<file path="src/dac_serial_pkg.sv">
// Package holding constants and carrier types of the serial DAC control block.
package dac_serial_pkg;
	// ----------------------------------------------------------------------
	// Word layout
	// ----------------------------------------------------------------------
	localparam int WORD_BITS     = 16;
	localparam int DATA_BITS_MAX = 14;
	localparam int CNT_BITS      = 5;
	localparam logic [4:0] WORD_COUNT = 5'h10;
	localparam logic [4:0] CNT_ZERO   = 5'h00;
	localparam logic [4:0] CNT_ONE    = 5'h01;
	localparam logic [15:0] WORD_ZERO = 16'h0000;
	localparam logic [13:0] DATA_ZERO = 14'h0000;

	// ----------------------------------------------------------------------
	// Synchroniser and FIFO
	// ----------------------------------------------------------------------
	localparam int SYNC_STAGES = 3;
	localparam int FIFO_DEPTH  = 16;

	// Sampled pin levels, after synchronisation.
	typedef struct packed {
		logic sclk;
		logic serial_in;
		logic frame_n;
		logic load_strobe_n;
		logic readback_enable_n;
		logic output_clear_n;
		logic power_down_n;
	} pins_t;

	localparam int PINS_BITS = 7;
	localparam logic [6:0] PINS_IDLE = 7'h7F;

	// Frame states.
	typedef enum logic [1:0] {
		ST_IDLE   = 2'b00,
		ST_SHIFT  = 2'b01,
		ST_ARMED  = 2'b10
	} frame_state_t;
endpackage

</file>
<file path="src/serial_dac_load_readback.sv">
// Serial load, deferred update, readback and pass-through logic of a serial DAC.
`timescale 1ns/1ns

// --------------------------------------------------------------------------
// Word FIFO between the serial receiver and the DAC register.
// --------------------------------------------------------------------------
module word_fifo #(
	parameter int WIDTH = 16,
	parameter int DEPTH = 16
) (
	input  wire logic             sys_clk,
	input  wire logic             rst_n,
	input  wire logic             in_valid,
	output logic                  in_ready,
	input  wire logic [WIDTH-1:0] in_data,
	output logic                  out_valid,
	input  wire logic             out_ready,
	output logic      [WIDTH-1:0] out_data
);
	localparam int AW = $clog2(DEPTH);
	logic [WIDTH-1:0] mem_r [DEPTH];
	logic [AW-1:0]    wp_r, wp_nxt, rp_r, rp_nxt;
	logic [AW:0]      cnt_r, cnt_nxt;
	logic             push, pop;

	// Honest full and empty from an occupancy count.
	assign in_ready  = (cnt_r != AW'(0) + (AW+1)'(DEPTH)) ;
	assign out_valid = (cnt_r != '0);
	assign push      = in_valid && in_ready;
	assign pop       = out_valid && out_ready;
	assign out_data  = mem_r[rp_r];

	// Pointer and count arithmetic.
	always_comb begin
		wp_nxt  = push ? AW'(wp_r + 1'b1) : wp_r;
		rp_nxt  = pop ? AW'(rp_r + 1'b1) : rp_r;
		cnt_nxt = (AW+1)'(cnt_r + (AW+1)'(push) - (AW+1)'(pop));
	end

	// Storage has no reset; only the pointers and the count carry control state.
	always_ff @(posedge sys_clk) begin
		if (push) begin
			mem_r[wp_r] <= in_data;
		end
		if (!rst_n) begin
			wp_r  <= '0;
			rp_r  <= '0;
			cnt_r <= '0;
		end else begin
			wp_r  <= wp_nxt;
			rp_r  <= rp_nxt;
			cnt_r <= cnt_nxt;
		end
	end
endmodule

// --------------------------------------------------------------------------
// Top level.
// --------------------------------------------------------------------------
// Behaviour
// Each frame carries exactly one 16-bit word into the input shift register.
// Only 12 or 14 bits of the word are DAC data; the rest ignored.
// After frame falls, one input bit shifts in per falling serial clock edge.
// Load strobe level sampled at frame fall picks synchronous or deferred update.
// Strobe low at frame fall: DAC register loads at frame rise.
// Strobe high at frame fall: load waits for strobe low after the word.
// Host may tie load strobe low so every frame updates automatically.
// Without readback, input bits reappear at the serial output 16 clocks later.
// Serial output changes on the falling serial clock edge.
// Power-down leaves the DAC register untouched.
// Readback enable low copies DAC register into shift register next fall.
// Host frames readback by 16 clocks low or raising enable after hold.
// During readback the captured word shifts out one bit per falling edge.
// The two top bits of the readback word are zeros.
// Clear falling edge grounds output; input and DAC registers keep contents.
// After clear rises, output restores at next strobe, or at once if tied low.
// DAC data field is straight unsigned binary.
// Host holds every data bit stable at the falling serial clock edge.
// Host sends the word most significant bit first.
// Serial output is open drain, pulling low only.
// DAC data occupies the low bits of the word; upper bits don't care.
module serial_dac_load_readback #(
	parameter int DATA_BITS  = dac_serial_pkg::DATA_BITS_MAX,
	parameter int FIFO_DEPTH = dac_serial_pkg::FIFO_DEPTH
) (
	input  wire logic                 sys_clk,
	input  wire logic                 rst_n,
	input  wire logic                 sclk,
	input  wire logic                 serial_in,
	input  wire logic                 frame_n,
	input  wire logic                 load_strobe_n,
	input  wire logic                 readback_enable_n,
	input  wire logic                 output_clear_n,
	input  wire logic                 power_down_n,
	output logic                      serial_out_o,
	output logic                      serial_out_oe,
	output logic      [DATA_BITS-1:0] dac_code,
	output logic                      output_grounded,
	output logic                      powered_down,
	output logic                      word_overflow
);
	localparam int PB = dac_serial_pkg::PINS_BITS;

	// ----------------------------------------------------------------------
	// Pin synchronisers: a change counts once stages two and three agree.
	// ----------------------------------------------------------------------
	logic [PB-1:0] s1_r, s2_r, s3_r, st_r;
	logic [PB-1:0] s1_nxt, s2_nxt, s3_nxt, st_nxt;
	dac_serial_pkg::pins_t pin_now, pin_prev;

	// A level only moves once two later stages agree, filtering single glitches.
	always_comb begin
		s1_nxt = {sclk, serial_in, frame_n, load_strobe_n, readback_enable_n,
			output_clear_n, power_down_n};
		s2_nxt = s1_r;
		s3_nxt = s2_r;
		st_nxt = st_r;
		for (int i = 0; i < PB; i++) begin
			if (s2_r[i] == s3_r[i]) begin
				st_nxt[i] = s3_r[i];
			end
		end
	end

	// Synchroniser stages and the accepted levels.
	always_ff @(posedge sys_clk) begin
		if (!rst_n) begin
			s1_r <= dac_serial_pkg::PINS_IDLE;
			s2_r <= dac_serial_pkg::PINS_IDLE;
			s3_r <= dac_serial_pkg::PINS_IDLE;
			st_r <= dac_serial_pkg::PINS_IDLE;
		end else begin
			s1_r <= s1_nxt;
			s2_r <= s2_nxt;
			s3_r <= s3_nxt;
			st_r <= st_nxt;
		end
	end

	// Stable level is the current view; its previous value gives edges.
	logic [PB-1:0] stp_r;
	always_ff @(posedge sys_clk) begin
		if (!rst_n) begin
			stp_r <= dac_serial_pkg::PINS_IDLE;
		end else begin
			stp_r <= st_r;
		end
	end
	assign pin_now  = dac_serial_pkg::pins_t'(st_r);
	assign pin_prev = dac_serial_pkg::pins_t'(stp_r);

	logic sclk_fall, frame_fall, frame_rise, strobe_fall, rb_fall, clr_fall, clr_rise;
	assign sclk_fall   = pin_prev.sclk && !pin_now.sclk;
	assign frame_fall  = pin_prev.frame_n && !pin_now.frame_n;
	assign frame_rise  = !pin_prev.frame_n && pin_now.frame_n;
	assign strobe_fall = pin_prev.load_strobe_n && !pin_now.load_strobe_n;
	assign rb_fall     = pin_prev.readback_enable_n && !pin_now.readback_enable_n;
	assign clr_fall    = pin_prev.output_clear_n && !pin_now.output_clear_n;
	assign clr_rise    = !pin_prev.output_clear_n && pin_now.output_clear_n;

	// ----------------------------------------------------------------------
	// Frame receiver and shift register.
	// ----------------------------------------------------------------------
	dac_serial_pkg::frame_state_t state_r, state_nxt;
	logic [dac_serial_pkg::WORD_BITS-1:0] shift_r, shift_nxt;
	logic [dac_serial_pkg::CNT_BITS-1:0]  cnt_r, cnt_nxt;
	logic deferred_r, deferred_nxt;
	logic rb_pending_r, rb_pending_nxt;
	logic out_bit_r, out_bit_nxt;
	logic push;
	logic fifo_ready;
	logic [dac_serial_pkg::WORD_BITS-1:0] word_pushed;
	logic [DATA_BITS-1:0] dac_r, dac_nxt;

	// The word goes to the FIFO at frame rise; deferred words wait for the strobe.
	always_comb begin
		state_nxt      = state_r;
		shift_nxt      = shift_r;
		cnt_nxt        = cnt_r;
		deferred_nxt   = deferred_r;
		rb_pending_nxt = rb_pending_r;
		out_bit_nxt    = out_bit_r;
		push           = 1'b0;
		word_pushed    = shift_r;
		if (rb_fall) begin
			rb_pending_nxt = 1'b1;
		end
		unique case (state_r)
			dac_serial_pkg::ST_IDLE: begin
				if (frame_fall) begin
					deferred_nxt = pin_now.load_strobe_n;
					cnt_nxt      = dac_serial_pkg::CNT_ZERO;
					state_nxt    = dac_serial_pkg::ST_SHIFT;
				end
			end
			dac_serial_pkg::ST_SHIFT: begin
				if (frame_rise) begin
					// Only a full word counts; short or long frames are dropped.
					if (cnt_r == dac_serial_pkg::WORD_COUNT) begin
						if (deferred_r) begin
							state_nxt = dac_serial_pkg::ST_ARMED;
						end else begin
							push      = 1'b1;
							state_nxt = dac_serial_pkg::ST_IDLE;
						end
					end else begin
						state_nxt = dac_serial_pkg::ST_IDLE;
					end
				end
			end
			dac_serial_pkg::ST_ARMED: begin
				if (!pin_now.load_strobe_n) begin
					push      = 1'b1;
					state_nxt = dac_serial_pkg::ST_IDLE;
				end else if (frame_fall) begin
					// A newer frame replaces the word still waiting for the strobe.
					deferred_nxt = pin_now.load_strobe_n;
					cnt_nxt      = dac_serial_pkg::CNT_ZERO;
					state_nxt    = dac_serial_pkg::ST_SHIFT;
				end
			end
		endcase
		if (sclk_fall) begin
			out_bit_nxt = shift_r[dac_serial_pkg::WORD_BITS-1];
			if (rb_pending_r || (rb_fall)) begin
				// Readback: the zero-extended DAC word replaces the shift register.
				// Its top bit leaves on this same fall, so the register keeps the word
				// already moved up by one. Otherwise the top bit would go out twice.
				shift_nxt      = dac_serial_pkg::WORD_BITS'({dac_r, pin_now.serial_in});
				out_bit_nxt    = 1'b0;
				rb_pending_nxt = 1'b0;
			end else begin
				// MSB first: the bit leaving the top is the output bit.
				shift_nxt = {shift_r[dac_serial_pkg::WORD_BITS-2:0],
					pin_now.serial_in};
			end
			if (state_r == dac_serial_pkg::ST_SHIFT && !pin_now.frame_n &&
				cnt_r != dac_serial_pkg::WORD_COUNT + dac_serial_pkg::CNT_ONE) begin
				cnt_nxt = dac_serial_pkg::CNT_BITS'(cnt_r + dac_serial_pkg::CNT_ONE);
			end
		end
	end

	// Frame state, shift register and output bit.
	always_ff @(posedge sys_clk) begin
		if (!rst_n) begin
			state_r      <= dac_serial_pkg::ST_IDLE;
			shift_r      <= dac_serial_pkg::WORD_ZERO;
			cnt_r        <= dac_serial_pkg::CNT_ZERO;
			deferred_r   <= 1'b0;
			rb_pending_r <= 1'b0;
			out_bit_r    <= 1'b1;
		end else begin
			state_r      <= state_nxt;
			shift_r      <= shift_nxt;
			cnt_r        <= cnt_nxt;
			deferred_r   <= deferred_nxt;
			rb_pending_r <= rb_pending_nxt;
			out_bit_r    <= out_bit_nxt;
		end
	end

	// ----------------------------------------------------------------------
	// Word FIFO feeding the DAC register.
	// ----------------------------------------------------------------------
	logic                                 f_valid;
	logic [dac_serial_pkg::WORD_BITS-1:0] f_data;

	word_fifo #(
		.WIDTH (dac_serial_pkg::WORD_BITS),
		.DEPTH (FIFO_DEPTH)
	) u_fifo (
		.sys_clk   (sys_clk),
		.rst_n     (rst_n),
		.in_valid  (push),
		.in_ready  (fifo_ready),
		.in_data   (word_pushed),
		.out_valid (f_valid),
		.out_ready (1'b1),
		.out_data  (f_data)
	);

	// ----------------------------------------------------------------------
	// DAC register, clear and power-down state.
	// ----------------------------------------------------------------------
	logic clear_r, clear_nxt, ovf_r, ovf_nxt;

	// Clear only grounds the output; registers keep their data throughout.
	always_comb begin
		dac_nxt   = dac_r;
		clear_nxt = clear_r;
		ovf_nxt   = ovf_r || (push && !fifo_ready);
		if (f_valid) begin
			dac_nxt = f_data[DATA_BITS-1:0];
		end
		if (clr_fall) begin
			clear_nxt = 1'b1;
		end else if (clear_r && pin_now.output_clear_n &&
			(!pin_now.load_strobe_n || strobe_fall)) begin
			clear_nxt = 1'b0;
		end
	end

	// DAC register, clear and overflow flags.
	always_ff @(posedge sys_clk) begin
		if (!rst_n) begin
			dac_r   <= DATA_BITS'(dac_serial_pkg::DATA_ZERO);
			clear_r <= 1'b0;
			ovf_r   <= 1'b0;
		end else begin
			dac_r   <= dac_nxt;
			clear_r <= clear_nxt;
			ovf_r   <= ovf_nxt;
		end
	end

	// Open drain: drive only a low level, release for a high.
	assign serial_out_o    = 1'b0;
	assign serial_out_oe   = !out_bit_r;
	assign dac_code        = clear_r ? DATA_BITS'(dac_serial_pkg::DATA_ZERO) : dac_r;
	assign output_grounded = clear_r;
	assign powered_down    = !pin_now.power_down_n;
	assign word_overflow   = ovf_r;
endmodule

</file>
<file path="config.mk">
export PLATFORM = sky130hd
export DESIGN_NAME = serial_dac_load_readback
export DESIGN_NICKNAME = d
export VERILOG_FILES = /design/src/dac_serial_pkg.sv /design/src/serial_dac_load_readback.sv
export SDC_FILE = /design/constraint.sdc
export NUM_CORES = 1
export LEC_CHECK = 0
export ABC_CLOCK_PERIOD_IN_PS = 4800
export BUFFER_PORTS_ARGS = -buffer_cell sky130_fd_sc_hd__buf_2
export CORE_MARGIN = 2
export CORE_UTILIZATION = 50
export CTS_BUF_LIST = sky130_fd_sc_hd__clkbuf_2
export DETAILED_ROUTE_END_ITERATION = 12
export GPL_ROUTABILITY_DRIVEN = 0
export PLACE_DENSITY = 0.63
export SYNTH_ARGS = -nofsm -noshare
export SYNTH_HDL_FRONTEND = slang
export SYNTH_HIERARCHICAL = 1
export SYNTH_SLANG_ARGS = --single-unit
</file>
<file path="constraint.sdc">
create_clock -name sys_clk -period 4.8 [get_ports sys_clk]
set_clock_uncertainty 0.1 [all_clocks]
set_input_delay 0.72 -clock sys_clk [delete_from_list [all_inputs] [get_ports sys_clk]]
set_output_delay 0.72 -clock sys_clk [all_outputs]
set_load 0.03 [all_outputs]
</file>
After elaboration in Yosys (flattened, before gate mapping)
Memory sizes are Yosys's and may differ from the RTL's. A register that Yosys moved wholly into a read port is not among the register bits.
Index checks and enable logic that the tools add are counted.
Widths: inputs -> output; s select.
{"block": "classes", "addsub": 5, "multipliers": 0, "n_div": 0, "magnitude_cmp": 0, "n_eq_ne": 16, "shifts": 0, "mux": 30, "bitwise": 0, "n_reduce_logical": 30}
{"cell": "$mux 5", "n": 4}
{"cell": "$mux 16", "n": 1}
{"cell": "$mux 1", "n": 15}
{"cell": "$mux 14", "n": 1}
{"cell": "$logic_and 1x1->1", "n": 12}
{"cell": "$logic_not 1->1", "n": 10}
{"cell": "$mux 2", "n": 5}
{"cell": "$ne 5x5->1 const B", "n": 2}
{"cell": "$pmux 5 s2", "n": 1}
{"cell": "$add 4x1->4 const B", "n": 2}
{"cell": "$ne 2x2->1 const B", "n": 4}
{"cell": "$eq 1x1->1", "n": 7}
{"cell": "$pmux 2 s3", "n": 1}
{"cell": "$add 5x1->5", "n": 1}
{"cell": "$add 5x1->5 const B", "n": 1}
{"cell": "$eq 5x5->1 const B", "n": 1}
{"cell": "$reduce_bool 5->1", "n": 1}
{"cell": "$sub 5x1->5", "n": 1}
{"cell": "$pmux 1 s2", "n": 2}
{"cell": "$reduce_and 4->1", "n": 1}
{"cell": "$reduce_bool 2->1", "n": 2}
{"cell": "$logic_or 1x1->1", "n": 3}
{"cell": "$eq 2x1->1 const B", "n": 1}
{"cell": "$eq 2x2->1 const B", "n": 1}
{"cell": "$logic_not 2->1", "n": 1}
{"block": "totals", "register_bits": 76, "latch_bits": 0, "ramBits": 256, "romBits": 0, "inputBits": 9, "word_cells": 104, "memories": 1}
{"memory": "u_fifo.mem_r", "words": 16, "word_bits": 16, "read_ports": 1, "rd_clocked_by_memory_dff": 1, "wr": 1, "line": "serial_dac_load_readback.sv:21", "source": "logic [WIDTH-1:0] mem_r [DEPTH];"}

Logic depth before layout (Yosys ltp)
{"block": "depth", "depth_word": 7, "depth_mapped": 16}

By module
Netlist, hierarchy kept.
{"mod": "word_fifo", "n_inst": 1, "cells_per_inst": 503, "area_each_um2": 10578.9, "seq_area_each_um2": 8027.7}
{"mod": "serial_dac_load_readback", "n_inst": 1, "cells_per_inst": 298, "area_each_um2": 2940.3, "seq_area_each_um2": 1481.4}

Worst setup path after synthesis
Ideal clock, no wire load.
{"block": "synth_path", "kind": "flip-flop to flip-flop", "startpoint": "reg, netlist name cnt_r[2]", "endpoint": "mem u_fifo.mem_r[3][0], enable pin", "arrival_ps": 3056, "setup_slack_ps": 1214, "path_stages_with_launch": 7, "n_path_buf": 1, "period_less_slack_ps": 3586, "cell_sequence": "dfxtp_1 > or4b_1 > o31ai_2 > and2_1 > nand2_1 > buf_2 > nor4_1"}
{"item": "end: declaration", "line": "serial_dac_load_readback.sv:21"}

==> run metrics <==
drt total wl=24.47 mm; final hold violations=0; min Tclk post-route=about 3600 ps; worst-margin pin slew=around 1200 ps; gr usage total=0.1950; die area=25940 sq um; worst skew pair latency=860 ps; CTS tree=done; achievable clock frequency=0.2765 GHz; Ports=28; GRT met2 Usage=0.3063; aggregate global routing overflow=0; status=complete, no violations; Placement Rows=57; total number of vias=6673; Clk pin slew, worst setup/hold paths=90 ps; core area=24250 sq um; post-CTS resize count=0; drt pass-1 iters=5; Synth warnings=6; Cell Area, Synth=12330 sq um; Sink Count=315; hold buffers post-CTS=7; CTS H-Tree Depth=3; worst vdd ir=0.2602 mV; Setup crit end kind=flip-flop; Worst Path Required=5450 ps; Worst EP arrival=4260 ps; RSZ-0062 raised after global routing=false; Max Cap Viol=0; Nets=870; detailed-route vias per instance=5.408; Starting DRT DRC Count=403; Syn Area/Cell=16.34 sq um; CP Max Fanout=11; setup TNS=0 ps; first-pass GRT wire length=about 38 mm; global route hottest layer=met2; hold crit path type=input port to flip-flop; share of cells above drive strength 1=0.2706; Die Ht=161.1 um; startpoint type of the worst setup path=flip-flop; port bufs=26; Max clock buf depth=3; DP Area=between 10000 and 15000 sq um; vias in the first global route=7059; final core occ=0.5611; CTS buffer count=79; post-route ant nets=0; largest net degree at the start of global routing=52; dpl ws=1205 ps; root buffer cell=clkbuf_2; met3 Usage GRT=0.04545; final count of negative-setup-slack endpoints=0; Remaining DRCs=0; Max-slew headroom=0.1834; Fin Hold WS=289.2 ps; Area Growth Syn to Fin=10.33%; design area=roughly 14000 sq um; initial antenna violation count=1; Initial Util=0.5086; WL per Instance=just under 20 um; Die X=161.1 um; kind of critical path=flip-flop to flip-flop; GRT met1 Usage=0.2707; DP Wirelength=14.81 mm; Max Slew Vio Count=0; Cell Pwr Density=434.8 nW/um^2; post-CTS setup buffers=0; static leakage=0.004973 uW; Synth Instances=approximately 760; fin crit share=0.7534; worst setup margin=1184 ps
-- cell usage in the layout (no fill, tap or decap), types with 5 or more instances in the layout --
cell and n:
nand2_1 24, nand2b_1 27, dlygate4sd3_1 7, clkbuf_2 129
nor2b_1 20, edfxtp_1 224, buf_2 26, a22oi_1 28
a211oi_1 8, nand3_1 10, a21oi_1 14, and2_1 18
mux4_2 47, xnor2_1 7, conb_1 5, a211oi_2 7
mux4_1 9, inv_1 24, nor2_1 46, dfxtp_1 89
ha_1 17, o21ai_0 12, mux2i_1 29, buf_4 13
clkinv_1 11
-- final timing paths --
| path | startpoint | depth (start not counted) | slack (ps) | endpoint |
|---|---|---|---|---|
| min | rst_n | 3 | 290 | s3_r[4] |
| max | cnt_r[2] | 13 | 1180 | u_fifo/cnt_r[4] |
| max reg2reg | cnt_r[2] | 13 | 1180 | u_fifo/cnt_r[4] |
| min reg2reg | s1_r[6] | 1 | 300 | s2_r[6] |
-- power breakdown --
part | internal, uW | switching [uW]
Clock | 760 | 1050
Sequential | 2960 | 176
Combinational | 518 | 449
-- through the flow --
step,instances,power [uW]
2_1_floorplan,758,3970
3_3_place_gp,1079,4149
3_5_place_dp,1079,4174
4_1_cts,1233,6005
5_1_grt,1234,6235
6_report,1234,5916
-- flip-flops by register name, indices dropped and copies added (netlist names), named ones only --
signal / flops
rb_pending_r: 1
u_fifo/mem_r: 224
u_fifo/wp_r: 4
output_grounded: 1
shift_r: 16
pin_prev: 4
s1_r: 7
deferred_r: 1
out_bit_r: 1
u_fifo/cnt_r: 5
u_fifo/rp_r: 4
s3_r: 7
dac_r: 14
s2_r: 7
pin_now: 7
cnt_r: 5
word_overflow: 1
state_r: 2
-- layout make-up --
| type | count | area (sq um) |
|---|---|---|
| Fill cell | 1954 | 10640 |
| Sequential cell | 315 | 8553 |
| Multi-Input combinational cell | 375 | 3500 |
| Clock buffer | 129 | 645.6 |
| Tap cell | 324 | 405.4 |
| Timing Repair Buffer | 46 | 297.8 |
| Clock inverter | 18 | 105.1 |
| Inverter | 26 | 97.59 |
| Antenna cell | 1 | 2.502 |
-- worst max-delay path, stage by stage (launching register included) --
cell	delay, ps
dfxtp_1	380
or4b_1	530
o31ai_2	210
and2_1	270
nand2_1	310
ha_1	390
inv_1	60
ha_1	150
inv_1	60
fa_1	420
nand2b_1	180
a21oi_1	180
o21ai_0	90
and3b_1	180
-- routing by layer --
metal	share of wire	vias up	wire length (um)
met1	0.45	3341	10940
li1	-	3098	-
met4	0.015	0	376
met3	0.066	42	1615
met2	0.47	192	11540
met5	0	-	0
Note: power is estimated with default switching activity, not from simulation.
